File: src/pkg/rcr_pkg.sv
// Constants and carrier types for the rail control register bank.
// Assumes an APB master on pclk and an asynchronous standby pin.
// Function
// - I/O rail register at 0x30, reset 0x0A, bit 7 reserved reads zero.
// - Decay bit set and standby low lets I/O rail decay, power-good kept good.
// - I/O voltage select bits 5:4 decode 0.975/0.950/0.875/0.850 V, reset 00.
// - Standby rising edge copies nonzero exit-mode bits 3:2 into mode bits 1:0.
// - Mode bits 1:0: 00 disabled, 01/10 automatic, 11 forced PWM.
// - 5 V standby rail register at 0x31, reset 0x2A, all bits writable.
// - Standby asserted applies low set point 7:6: -4%, -3%, -2%, 00 keeps normal.
// - Normal select 5:4 decodes +3%, +2%, nominal, -2% for codes 00 to 11.
// - 3.3 V deep-sleep rail register at 0x32, reset 0x2A, all writable.
// - 3.3 V register uses the same field layout as the 5 V register.
package rcr_pkg;
  localparam logic [7:0] IO_RAIL_CONTROL_OFFSET = 8'h30;
  localparam logic [7:0] STANDBY_5V_RAIL_CONTROL_OFFSET = 8'h31;
  localparam logic [7:0] DEEP_SLEEP_3V3_RAIL_CONTROL_OFFSET = 8'h32;
  localparam logic [7:0] IO_RAIL_RESET = 8'h0A;
  localparam logic [7:0] STANDBY_5V_RESET = 8'h2A;
  localparam logic [7:0] DEEP_SLEEP_3V3_RESET = 8'h2A;
  localparam logic [7:0] IO_RAIL_WRITE_MASK = 8'h7F;
  localparam logic [1:0] MODE_DISABLED = 2'h0;
  localparam logic [1:0] MODE_FORCED_PWM = 2'h3;
  localparam logic [1:0] EXIT_NO_CHANGE = 2'h0;
  localparam logic [1:0] LOW_SETPOINT_OFF = 2'h0;
  // Regulator reference codes: percent offset from nominal, signed
  localparam logic signed [3:0] PCT_PLUS3 = 4'sh3;
  localparam logic signed [3:0] PCT_PLUS2 = 4'sh2;
  localparam logic signed [3:0] PCT_NOM = 4'sh0;
  localparam logic signed [3:0] PCT_MINUS2 = -4'sh2;
  localparam logic signed [3:0] PCT_MINUS3 = -4'sh3;
  localparam logic signed [3:0] PCT_MINUS4 = -4'sh4;
  // I/O rail targets in millivolts
  localparam logic [9:0] IO_MV_0975 = 10'h3CF;
  localparam logic [9:0] IO_MV_0950 = 10'h3B6;
  localparam logic [9:0] IO_MV_0875 = 10'h36B;
  localparam logic [9:0] IO_MV_0850 = 10'h352;
  localparam logic [9:0] IO_MV_ZERO = 10'h000;
  localparam logic [7:0] APB_ADDR_MASK = 8'hFF;

  typedef struct packed {
    logic [1:0] low_setpoint;
    logic [1:0] voltage_select;
    logic [1:0] exit_mode;
    logic [1:0] mode;
  } rcr_rail_type;

  typedef struct packed {
    logic enable;
    logic auto_mode;
    logic forced_pulse_width_mode;
  } rcr_mode_type;
endpackage : rcr_pkg

File: src/core/rcr_mode_decode.sv
// Decodes a two-bit converter mode into enable and operating mode flags.
// Assumes a registered mode field from the same clock domain.
module rcr_mode_decode (
  input wire logic [1:0] mode,
  output rcr_pkg::rcr_mode_type decoded
);
  always_comb
  begin
    decoded.enable = (mode != rcr_pkg::MODE_DISABLED);
    decoded.forced_pulse_width_mode = (mode == rcr_pkg::MODE_FORCED_PWM);
    decoded.auto_mode = decoded.enable && !decoded.forced_pulse_width_mode;
  end
endmodule : rcr_mode_decode

File: src/core/rcr_bank.sv
// Three rail control registers on APB with standby set point and exit logic.
// Assumes APB3 on pclk; standby_request_n is an asynchronous pin.
module rcr_bank (
  input wire logic pclk,
  input wire logic presetn,
  input wire logic psel,
  input wire logic penable,
  input wire logic pwrite,
  input wire logic [31:0] paddr,
  input wire logic [31:0] pwdata,
  output logic [31:0] prdata,
  output logic pready,
  output logic pslverr,
  input wire logic standby_request_n,
  output logic [9:0] io_rail_target_mv,
  output logic io_rail_power_good_hold,
  output logic signed [3:0] standby_5v_offset_pct,
  output logic signed [3:0] deep_sleep_3v3_offset_pct,
  output rcr_pkg::rcr_mode_type io_rail_mode_out,
  output rcr_pkg::rcr_mode_type standby_5v_mode_out,
  output rcr_pkg::rcr_mode_type deep_sleep_3v3_mode_out
);
  logic [7:0] io_rail_control;
  rcr_pkg::rcr_rail_type standby_5v_rail_control;
  rcr_pkg::rcr_rail_type deep_sleep_3v3_rail_control;
  logic [7:0] next_io_rail_control;
  rcr_pkg::rcr_rail_type next_standby_5v_rail_control;
  rcr_pkg::rcr_rail_type next_deep_sleep_3v3_rail_control;
  logic sync_first;
  logic sync_second;
  logic standby_seen;
  logic [31:0] next_prdata;
  logic next_pready;
  logic next_pslverr;
  logic [9:0] next_io_target;
  logic next_io_pg_hold;
  logic signed [3:0] next_5v_offset;
  logic signed [3:0] next_3v3_offset;
  logic exit_edge;
  logic standby_active;
  logic access;
  logic [7:0] word_addr;
  rcr_pkg::rcr_mode_type io_dec;
  rcr_pkg::rcr_mode_type s5_dec;
  rcr_pkg::rcr_mode_type d3_dec;

  // Exit-mode field replaces the mode bits only when nonzero
  function automatic logic [1:0] apply_exit(input logic [1:0] mode, input logic [1:0] exit_mode);
    apply_exit = (exit_mode == rcr_pkg::EXIT_NO_CHANGE) ? mode : exit_mode;
  endfunction : apply_exit

  // Normal select, or the low set point while standby is asserted
  function automatic logic signed [3:0] rail_offset(input rcr_pkg::rcr_rail_type r,
                                                    input logic standby);
    logic signed [3:0] pct;
    pct = rcr_pkg::PCT_NOM;
    case (r.voltage_select)
      2'h0: pct = rcr_pkg::PCT_PLUS3;
      2'h1: pct = rcr_pkg::PCT_PLUS2;
      2'h2: pct = rcr_pkg::PCT_NOM;
      default: pct = rcr_pkg::PCT_MINUS2;
    endcase
    if (standby && r.low_setpoint != rcr_pkg::LOW_SETPOINT_OFF)
    begin
      case (r.low_setpoint)
        2'h1: pct = rcr_pkg::PCT_MINUS4;
        2'h2: pct = rcr_pkg::PCT_MINUS3;
        default: pct = rcr_pkg::PCT_MINUS2;
      endcase
    end
    rail_offset = pct;
  endfunction : rail_offset

  // Two-stage synchroniser, then edge detect on the second stage only
  always_ff @(posedge pclk or negedge presetn)
  begin
    if (!presetn)
    begin
      sync_first <= 1'b1;
      sync_second <= 1'b1;
      standby_seen <= 1'b1;
    end
    else
    begin
      sync_first <= standby_request_n;
      sync_second <= sync_first;
      standby_seen <= sync_second;
    end
  end

  assign exit_edge = sync_second && !standby_seen;
  assign standby_active = !sync_second;
  assign access = psel && penable;
  assign word_addr = paddr[9:2] & rcr_pkg::APB_ADDR_MASK;

  always_comb
  begin
    next_io_rail_control = io_rail_control;
    next_standby_5v_rail_control = standby_5v_rail_control;
    next_deep_sleep_3v3_rail_control = deep_sleep_3v3_rail_control;
    if (exit_edge)
    begin
      next_io_rail_control[1:0] = apply_exit(io_rail_control[1:0], io_rail_control[3:2]);
      next_standby_5v_rail_control.mode = apply_exit(standby_5v_rail_control.mode,
                                                     standby_5v_rail_control.exit_mode);
      next_deep_sleep_3v3_rail_control.mode = apply_exit(deep_sleep_3v3_rail_control.mode,
                                                         deep_sleep_3v3_rail_control.exit_mode);
    end
    // A bus write in the same cycle as the exit edge wins over the copy
    if (access && pwrite)
    begin
      case (word_addr)
        rcr_pkg::IO_RAIL_CONTROL_OFFSET:
          next_io_rail_control = pwdata[7:0] & rcr_pkg::IO_RAIL_WRITE_MASK;
        rcr_pkg::STANDBY_5V_RAIL_CONTROL_OFFSET:
          next_standby_5v_rail_control = pwdata[7:0];
        rcr_pkg::DEEP_SLEEP_3V3_RAIL_CONTROL_OFFSET:
          next_deep_sleep_3v3_rail_control = pwdata[7:0];
        default:
        begin
        end
      endcase
    end
  end

  always_ff @(posedge pclk or negedge presetn)
  begin
    if (!presetn)
    begin
      io_rail_control <= rcr_pkg::IO_RAIL_RESET;
      standby_5v_rail_control <= rcr_pkg::STANDBY_5V_RESET;
      deep_sleep_3v3_rail_control <= rcr_pkg::DEEP_SLEEP_3V3_RESET;
    end
    else
    begin
      io_rail_control <= next_io_rail_control;
      standby_5v_rail_control <= next_standby_5v_rail_control;
      deep_sleep_3v3_rail_control <= next_deep_sleep_3v3_rail_control;
    end
  end

  // Bus answers one cycle after setup: pready registered high in access phase
  always_comb
  begin
    next_pready = psel && !penable;
    next_pslverr = 1'b0;
    next_prdata = prdata;
    if (psel && !penable)
    begin
      next_prdata = 32'h0000_0000;
      case (word_addr)
        rcr_pkg::IO_RAIL_CONTROL_OFFSET:
          next_prdata[7:0] = io_rail_control & rcr_pkg::IO_RAIL_WRITE_MASK;
        rcr_pkg::STANDBY_5V_RAIL_CONTROL_OFFSET:
          next_prdata[7:0] = standby_5v_rail_control;
        rcr_pkg::DEEP_SLEEP_3V3_RAIL_CONTROL_OFFSET:
          next_prdata[7:0] = deep_sleep_3v3_rail_control;
        default:
          next_pslverr = 1'b1;
      endcase
    end
  end

  always_ff @(posedge pclk or negedge presetn)
  begin
    if (!presetn)
    begin
      prdata <= 32'h0000_0000;
      pready <= 1'b0;
      pslverr <= 1'b0;
    end
    else
    begin
      prdata <= next_prdata;
      pready <= next_pready;
      pslverr <= next_pslverr;
    end
  end

  rcr_mode_decode u_io_dec (
    .mode(io_rail_control[1:0]),
    .decoded(io_dec)
  );

  rcr_mode_decode u_s5_dec (
    .mode(standby_5v_rail_control.mode),
    .decoded(s5_dec)
  );

  rcr_mode_decode u_d3_dec (
    .mode(deep_sleep_3v3_rail_control.mode),
    .decoded(d3_dec)
  );

  // Regulator targets follow the registers and the synchronised standby level
  always_comb
  begin
    case (io_rail_control[5:4])
      2'h0: next_io_target = rcr_pkg::IO_MV_0975;
      2'h1: next_io_target = rcr_pkg::IO_MV_0950;
      2'h2: next_io_target = rcr_pkg::IO_MV_0875;
      default: next_io_target = rcr_pkg::IO_MV_0850;
    endcase
    next_io_pg_hold = 1'b0;
    if (io_rail_control[6] && standby_active)
    begin
      next_io_target = rcr_pkg::IO_MV_ZERO;
      next_io_pg_hold = 1'b1;
    end
    next_5v_offset = rail_offset(standby_5v_rail_control, standby_active);
    next_3v3_offset = rail_offset(deep_sleep_3v3_rail_control, standby_active);
  end

  always_ff @(posedge pclk or negedge presetn)
  begin
    if (!presetn)
    begin
      io_rail_target_mv <= rcr_pkg::IO_MV_0975;
      io_rail_power_good_hold <= 1'b0;
      standby_5v_offset_pct <= rcr_pkg::PCT_NOM;
      deep_sleep_3v3_offset_pct <= rcr_pkg::PCT_NOM;
      io_rail_mode_out <= '0;
      standby_5v_mode_out <= '0;
      deep_sleep_3v3_mode_out <= '0;
    end
    else
    begin
      io_rail_target_mv <= next_io_target;
      io_rail_power_good_hold <= next_io_pg_hold;
      standby_5v_offset_pct <= next_5v_offset;
      deep_sleep_3v3_offset_pct <= next_3v3_offset;
      io_rail_mode_out <= io_dec;
      standby_5v_mode_out <= s5_dec;
      deep_sleep_3v3_mode_out <= d3_dec;
    end
  end

  chk_reserved_reads_zero: assert property (@(posedge pclk) disable iff (!presetn)
    pready && !pslverr && $past(word_addr) == rcr_pkg::IO_RAIL_CONTROL_OFFSET
    |-> prdata[7] == 1'b0) else $error("reserved bit read nonzero");

  chk_decay_zero_volts: assert property (@(posedge pclk) disable iff (!presetn)
    io_rail_control[6] && standby_active |=> io_rail_target_mv == rcr_pkg::IO_MV_ZERO
    && io_rail_power_good_hold) else $error("decay not applied");

  chk_io_voltage_decode: assert property (@(posedge pclk) disable iff (!presetn)
    !io_rail_control[6] && io_rail_control[5:4] == 2'h1
    |=> io_rail_target_mv == rcr_pkg::IO_MV_0950) else $error("io select wrong");

  chk_exit_copy_mode: assert property (@(posedge pclk) disable iff (!presetn)
    exit_edge && !(access && pwrite) && standby_5v_rail_control.exit_mode != 2'h0
    |=> standby_5v_rail_control.mode == $past(standby_5v_rail_control.exit_mode))
    else $error("exit mode not copied");

  chk_exit_zero_keeps: assert property (@(posedge pclk) disable iff (!presetn)
    exit_edge && !(access && pwrite) && io_rail_control[3:2] == 2'h0
    |=> $stable(io_rail_control[1:0])) else $error("mode changed on 00");

  chk_forced_pwm_flag: assert property (@(posedge pclk) disable iff (!presetn)
    standby_5v_rail_control.mode == rcr_pkg::MODE_FORCED_PWM
    |=> standby_5v_mode_out.forced_pulse_width_mode) else $error("forced pwm lost");

  chk_low_setpoint_apply: assert property (@(posedge pclk) disable iff (!presetn)
    standby_active && standby_5v_rail_control.low_setpoint == 2'h1
    |=> standby_5v_offset_pct == rcr_pkg::PCT_MINUS4) else $error("low set point wrong");

  chk_normal_restored: assert property (@(posedge pclk) disable iff (!presetn)
    !standby_active && deep_sleep_3v3_rail_control.voltage_select == 2'h0
    |=> deep_sleep_3v3_offset_pct == rcr_pkg::PCT_PLUS3) else $error("normal not restored");

  chk_exit_single_pulse: assert property (@(posedge pclk) disable iff (!presetn)
    exit_edge |=> !exit_edge) else $error("exit edge repeated");
endmodule : rcr_bank

File: config.mk
export PLATFORM = sky130hd
export DESIGN_NAME = rcr_bank
export DESIGN_NICKNAME = d
export VERILOG_FILES = /design/src/pkg/rcr_pkg.sv /design/src/core/rcr_mode_decode.sv /design/src/core/rcr_bank.sv
export SDC_FILE = /design/constraint.sdc
export NUM_CORES = 1
export LEC_CHECK = 0
export ABC_CLOCK_PERIOD_IN_PS = 2900
export BUFFER_PORTS_ARGS = -buffer_cell sky130_fd_sc_hd__buf_2
export CAP_MARGIN = 0
export CORE_UTILIZATION = 50
export DETAILED_ROUTE_END_ITERATION = 8
export GPL_ROUTABILITY_DRIVEN = 0
export PLACE_DENSITY = 0.85
export SYNTH_ARGS = -nofsm -noshare
export SYNTH_HDL_FRONTEND = slang
export SYNTH_HIERARCHICAL = 1
export SYNTH_SLANG_ARGS = --single-unit
File: constraint.sdc
create_clock -name pclk -period 2.9 [get_ports pclk]
set_input_delay 0.725 -clock pclk [delete_from_list [all_inputs] [get_ports pclk]]
set_output_delay 0.725 -clock pclk [all_outputs]
set_load 0.01 [all_outputs]
==> results of run 1 <==
==> worst min-delay path by stage <==
stage	from	to	slack, ns
6_report	sync_first	sync_second	0.36
5_1_grt	sync_first	sync_second	0.36
4_1_cts	sync_first	sync_second	0.36
3_5_place_dp	sync_first	sync_second	0.35
3_3_place_gp	sync_first	sync_second	0.35
2_1_floorplan	sync_first	sync_second	0.35
==> power breakdown <==
group          internal, mW  switching, mW  total (mW)
logic                0.0734         0.0995       0.173
registers             0.856         0.0244       0.880
clock network         0.378          0.291       0.669
==> worst max-delay path: stages <==
cell     delay [ns]
buf_2          0.20
and2b_1        0.46
nand4_4        0.24
mux2_4         0.35
==> cell type report <==
cell class / instances / area share (%)
clock inverter: 2 / 0.3073
clock buffer: 14 / 5.302
inverter: 17 / 1.959
tap: 72 / 2.766
sequential: 58 / 45.14
multi-input combinational: 140 / 34.84
timing repair buffer: 60 / 9.681
==> layout by cell type (no fill, tap or decap), types with 7 or more instances in the layout <==
cell type  Yosys  final
a2bb2oi_1      7      7
buf_2          2     59
clkbuf_8       0     12
conb_1         1     24
dfrtp_1       43     43
dfstp_2       15     15
ha_1          14     14
inv_1         17     17
mux2_2        15     15
mux2_4         8      8
mux2i_1        7      7
nand2_1       12     12
nor2_1         8      8
o21ai_0        7      7
==> metrics by stage <==
step	util, %	setup WS, ns	hold slack [ns]
after detailed placement	55.83	0.7846	0.3491
after floorplan	-	1.171	0.3452
after CTS	59.15	1.129	0.3578
final	59.15	1.126	0.3568
after global routing	59.15	1.078	0.3604
after global placement	55.83	0.7788	0.3473
==> sequential cells by signal (all words and copies together), names as in the netlist <==
signal,count
deep_sleep_3v3_rail_control,8
prdata,8
standby_5v_rail_control,8
io_rail_control,7
io_rail_target_mv,6
deep_sleep_3v3_mode_out,3
deep_sleep_3v3_offset_pct,3
io_rail_mode_out,3
standby_5v_mode_out,3
standby_5v_offset_pct,3
io_rail_power_good_hold,1
pready,1
pslverr,1
standby_seen,1
sync_first,1
sync_second,1
==> metal layers <==
metal  part of all wire (%)  global-route usage (%)  vias to the layer above
met4                    3.6                   14.34                        0
met2                     47                   27.17                       70
met1                     43                   22.31                      857
met5                      0                       0                        -
met3                    6.5                   3.765                       13
li1                       -                       -                      840
==> cell families (layout without fill, tap and decap cells) <==
family	Yosys count	in the layout	synth area share (%)
DFF	58	58	51.35
buffers and inverters	55	93	12.02
muxes	30	30	12.54
and+or+nand+nor	43	43	10.49
AOI/OAI and AO/OA	29	29	7.343
other	1	24	0.1310
adders and majority gates	14	14	6.119
==> results.md, run 1 <==
* CP Launch Type: input port
* Worst-Skew Late Latency at between 0.3 and 0.4 ns
* Clk slew on worst S/H paths at 0.06 ns
* Worst-Margin Slew at 0.6678 ns
* Syn. warnings at 6
* Post-synthesis average cell area at about 12 um2
* Largest net degree at the start of global routing at 31
* Clk root buf: clkbuf_8
* Layout cell share with drive strength beyond 1 at 40.21%
* Post-synth ARST share at 100.0%
* Final nets at 370
* Power Density at ~530 nW/um2
* Via density per instance at a little under 5
* Hold-critical path depth at 0
* Area Overhead vs Synth at 13.77%
* Mapped Cells at 230
* Via count at 1,780
* Die outline height at 77.67 um
* Reg area at 1470 um2
* R2r startpoint: sync_second
* Multi-input logic area at roughly 1100 um2
* Leak at approximately 1.7 nW
* CTS tree: done
* Chip Width at a little under 80 um
* All-Layer GR Usage at between 10% and 20%
* Bufs on Longest Clock Path at 2
* Placed Area at 3074 um2
* DR WL/cell at 13.66 um
* Worst-path fanout max at 11
* FF-to-FF End: deep_sleep_3v3_rail_control[1]
* Synth area leader: dfrtp_1
* Fin crit share at about three fifths
* Final Max Slew Viols at 0
* Diode count at 0
* Finish-stage setup viols at 0
* Unrepaired setup endpoints after global routing: no
* CTS resizes at 0
* Vias in the first global route at 1,692
* Fill cell count at 439
* Final instance area at 3257 um2
* Worst Hold Class: register to register
* Setup CP Type: input port to register
* Post-layout minimum cycle time at about 1.8 ns
* Setup Buffers After CTS at 0
* Initial antenna violation count at 0
* Post-Layout Cell Count at 363
* Core ar. at 5507 um2
* Remaining antenna violation count at 0
* Yosys cell types at 34
* Placed Cells at 347
* Top cells by area, synth: dfrtp_1 38%, dfstp_2 14%, buf_4 8.4%
* Worst Path Required at roughly 3.1 ns
* Worst Setup EP: deep_sleep_3v3_rail_control[4]
* Reg2Reg Setup Slack at 1.40 ns
* Top post-synthesis cells by count: 43 x dfrtp_1, 32 x buf_4, 17 x inv_1
* Overflow after GRT at 0
* Post-synth EDFFs at 0
* Arrival @ worst endpoint at between 1.5 and 2 ns
* Register area share after synthesis at 51.35%
* Fmax at 0.5637 GHz
* First-pass GRT wire length at just over 8000 um
* CP Capture Type: register
* Post-DP HPWL at ~3600 um
* Status: completed
* Die footprint at ~6000 um2
* Peak VDD IR at 0.1907 mV
* Number of synthesized register bits at 58
* Post-route clock skew at ~0.0054 ns
* Critical Path Start: paddr[2]
* Total wire length at 4957 um
* Top-count cell post-synth: dfrtp_1
* Total CTS buffers at 9
* Post-synth top area share at 37.59%
* Initial Util at a little over 50%
* DRT iter0 DRCs at 96
* Reg2Reg Depth at 3
* TNS Setup at 0 ns
* CTS H-tree depth at 3
* Num ports at 132
* Cell Rows at 27
* PortBufs at 59
* Initial DRT Pass Iterations at 4
* Main synth FF type: dfrtp_1
* Remaining routing DRC violations at 0
* Tot Pwr at 1.722 mW
* Clk sink count at 58
* Rel. slew slack at between 50 and 60%
* # hold bufs at CTS at 0
* Max cap viols at 0
* Mapped cell area at 2863 um2
* Final hold vios at 0
No activity file was read; power rests on OpenSTA's default activity.
==> run 2: changes to the inputs <==
ABC_AREA = 1   (was not set)
ABC_CLOCK_PERIOD_IN_PS = 1450   (was 2900)
CORE_UTILIZATION = 43   (was 50)
PLACE_DENSITY = 0.77   (was 0.85)
clock period = 1.45 ns   (was 2.9 ns; I/O delays follow)
==> results.md, run 2 <==
* Final Util at 51.20% (-7.9 points)
* Post-synth ARST share at 100.0% (unchanged)
* Clk root buf: clkbuf_8
* Via count at 2,183 (+23%)
* Main synth FF type: dfrtp_1
* Tot Pwr at 3.414 mW (+98%)
* Fin crit share at roughly 93%
* Remaining routing DRC violations at 0 (unchanged)
* CTS tree: done
* DR WL/cell at 11.66 um (-15%)
* Slowest stage delay, CP at 0.53 ns (+0.07 ns)
* Commonest non-fill, non-tap cell in the layout: buf_2
* # hold bufs at CTS at 0 (unchanged)
* Critical-path top delay cell: dfstp_2
* Initial DRT Pass Iterations at 4 (unchanged)
* Area Overhead vs Synth at 15.21%
* Leak at 1.805 nW (+5.3%)
* Arrival @ worst endpoint at 0.99 ns (-1.00 ns)
* Top cells by area, synth: dfrtp_1 36%, dfstp_2 13%, buf_4 7.7%
* All-Layer GR Usage at 17.18% (-0.79 points)
* Yosys cell types at 22 (-35%)
* Final instance area at 3478 um2 (+6.8%)
* Final hold vios at 0 (unchanged)
* Syn. warnings at 6 (unchanged)
* DRT iter0 DRCs at 113 (+18%)
* CP Launch Type: register
* Remaining antenna violation count at 0 (unchanged)
* Register area share after synthesis at 48.69% (-2.7 points)
* Synth area leader: dfrtp_1
* CTS resizes at 0 (unchanged)
* First-pass GRT wire length at 9591 um (+19%)
* Mapped cell area at 3019 um2 (+5.5%)
* Initial Util at 44.44% (-7.5 points)
* P_int at 2.500 mW (+91%)
* Post-synthesis average cell area at 9.494 um2 (-24%)
* Initial antenna violation count at 0 (unchanged)
* Post-route clock skew at 0.006148 ns (+0.0007586 ns)
* Post-synth top area share at 35.64% (-1.9 points)
* NetSw at 0.9137 mW (+120%)
* Die outline height at 85.80 um (+10%)
* Core ar. at 6794 um2 (+23%)
* Final Max Slew Viols at 0 (unchanged)
* Post-layout minimum cycle time at 1.354 ns
* Switching share of power at 26.77% (+2.7 points)
* Via density per instance at 4.501 (-8.2%)
* Post-synth EDFFs at 0 (unchanged)
* Fill cell count at 635 (+45%)
* Chip Width at 85.80 um (+10%)
* Total CTS buffers at 9 (unchanged)
* Clk sink count at 58 (unchanged)
* Final nets at 468 (+26%)
* Setup Buffers After CTS at 0 (unchanged)
* Worst-path cell chain: buf_2
* Setup CP Type: register to primary output
* Die footprint at 7361 um2 (+22%)
* Placed Area at 3304 um2 (+7.5%)
* Clk slew on worst S/H paths at 0.07 ns (about the same)
* Status: completed
* Vias in the first global route at 2,174 (+28%)
* Diode count at 0 (unchanged)
* Top flop regs: deep_sleep_3v3_rail_control: 8 flops, prdata: 8 flops, standby_5v_rail_control: 8 flops
* Clock power share at 37.6% (-1.2 points)
* Top-count cell post-synth: nand2_1
* CP Capture Type: primary output
* Sequential fraction of design power at 51.6% (+0.5 points)
* Number of synthesized register bits at 58 (unchanged)
* Combinational power share at 10.8% (+0.8 points)
* Worst Path Required at 1.09 ns (-2.03 ns)
* Bufs on Longest Clock Path at 2 (unchanged)
* Most frequent cells in the layout: 59 x buf_2, 49 x nand2_1, 46 x inv_1
* Post-DP HPWL at 4260 um (+19%)
* Fmax at 0.7384 GHz
* PortBufs at 59 (unchanged)
* Num ports at 132 (unchanged)
* Peak VDD IR at 0.5769 mV (+200%)
* Worst-path fanout max at 3 (-8)
* Finish-stage setup viols at 0 (unchanged)
* Unrepaired setup endpoints after global routing: no
* Worst-Skew Late Latency at 0.33 ns (about the same)
* Total wire length at 5654 um (+14%)
* Top post-synthesis cells by count: 49 x nand2_1, 46 x inv_1, 43 x dfrtp_1
* Buf+Inv Stages, Crit Path at 1 (unchanged)
* Mapped Cells at 318 (+38%)
* Cell Rows at 30 (+11%)
* Delay-heaviest family, CP: flip-flops
* Worst Hold Class: input port to async pin
* Layout cell share with drive strength beyond 1 at 35.48% (-4.7 points)
* Overflow after GRT at 0 (unchanged)
* Max cap viols at 0 (unchanged)
* TNS Setup at 0 ns (unchanged)
* CTS H-tree depth at 3 (unchanged)
* Power Density at 981.5 nW/um2 (+86%)
* Largest net degree at the start of global routing at 59 (+90%)
==> run 2: cells by family (layout without fill, tap and decap cells) <==
logic type | count (synthesis) | after routing | synth area share, %
buf+inv | 92 | 140 | 16.78
fa+ha+maj | 14 | 14 | 5.802
other cells | 1 | 24 | 0.1242
flops | 58 | 58 | 48.69
compound gates | 40 | 40 | 8.122
simple gates | 113 | 113 | 20.47
==> run 2: through the flow <==
| stage | setup WS (ns) | hold slack (ns) | std cells |
|---|---|---|---|
| 2_1_floorplan | 0.2727 | 0.06691 | 341 |
| 3_3_place_gp | 0.05547 | 0.3467 | 469 |
| 3_5_place_dp | 0.01158 | 0.3481 | 469 |
| 4_1_cts | 0.08296 | 0.02631 | 485 |
| 5_1_grt | 0.001609 | 0.02976 | 485 |
| 6_report | 0.09570 | 0.01229 | 485 |
==> run 2: routing by layer <==
metal,vias to the layer above,GRT usage (%),share of wire (%),wire length (um)
met5,-,0,0,0
met4,0,7.424,2.5,140
li1,1069,-,-,-
met1,1027,18.54,39,2214
met3,15,5.967,5.6,316
met2,72,30.55,53,2984
==> run 2: layout make-up <==
type / count / area [um2] / share of cell area (%)
Multi-Input combinational cell: 191 / 1131 / 32.52
Inverter: 56 / 210.2 / 6.043
Tap cell: 96 / 120.1 / 3.453
Clock buffer: 11 / 141.4 / 4.065
Sequential cell: 58 / 1470 / 42.27
Clock inverter: 5 / 30.03 / 0.8633
Timing Repair Buffer: 68 / 375.4 / 10.79
==> run 2: worst reg2reg max path, delay by kind of cell (launching register included) <==
family / cells / cell delay (ns)
AO/OA/AOI/OAI: 2 / 0.22
adder cells (fa/ha/maj): 1 / 0.17
buffers and inverters: 1 / 0.09
flip-flops: 1 / 0.38
AND/OR/NAND/NOR: 1 / 0.31
==> run 2: final timing paths <==
check                      cells after the start  slack (ns)                  startpoint                  endpoint
setup / recovery                               1         0.1        io_rail_target_mv[8]      io_rail_target_mv[1]
hold / removal                                 2        0.01                     presetn    standby_5v_mode_out[0]
setup reg to reg                               5        0.14  standby_5v_rail_control[7]  standby_5v_offset_pct[1]
hold reg to reg                                0        0.36                  sync_first               sync_second
max in group asynchronous                      2        1.11                     presetn              standby_seen
min in group pclk                              1        0.13           standby_request_n                sync_first
==> run 2: power groups by stage <==
stage | combinational [mW] | sequential (mW) | clock, mW
3_3_place_gp | 0.353 | 1.79 | 0
5_1_grt | 0.419 | 1.77 | 1.40
4_1_cts | 0.374 | 1.76 | 1.32
3_5_place_dp | 0.373 | 1.79 | 0
6_report | 0.368 | 1.76 | 1.28
2_1_floorplan | 0.236 | 1.81 | 0
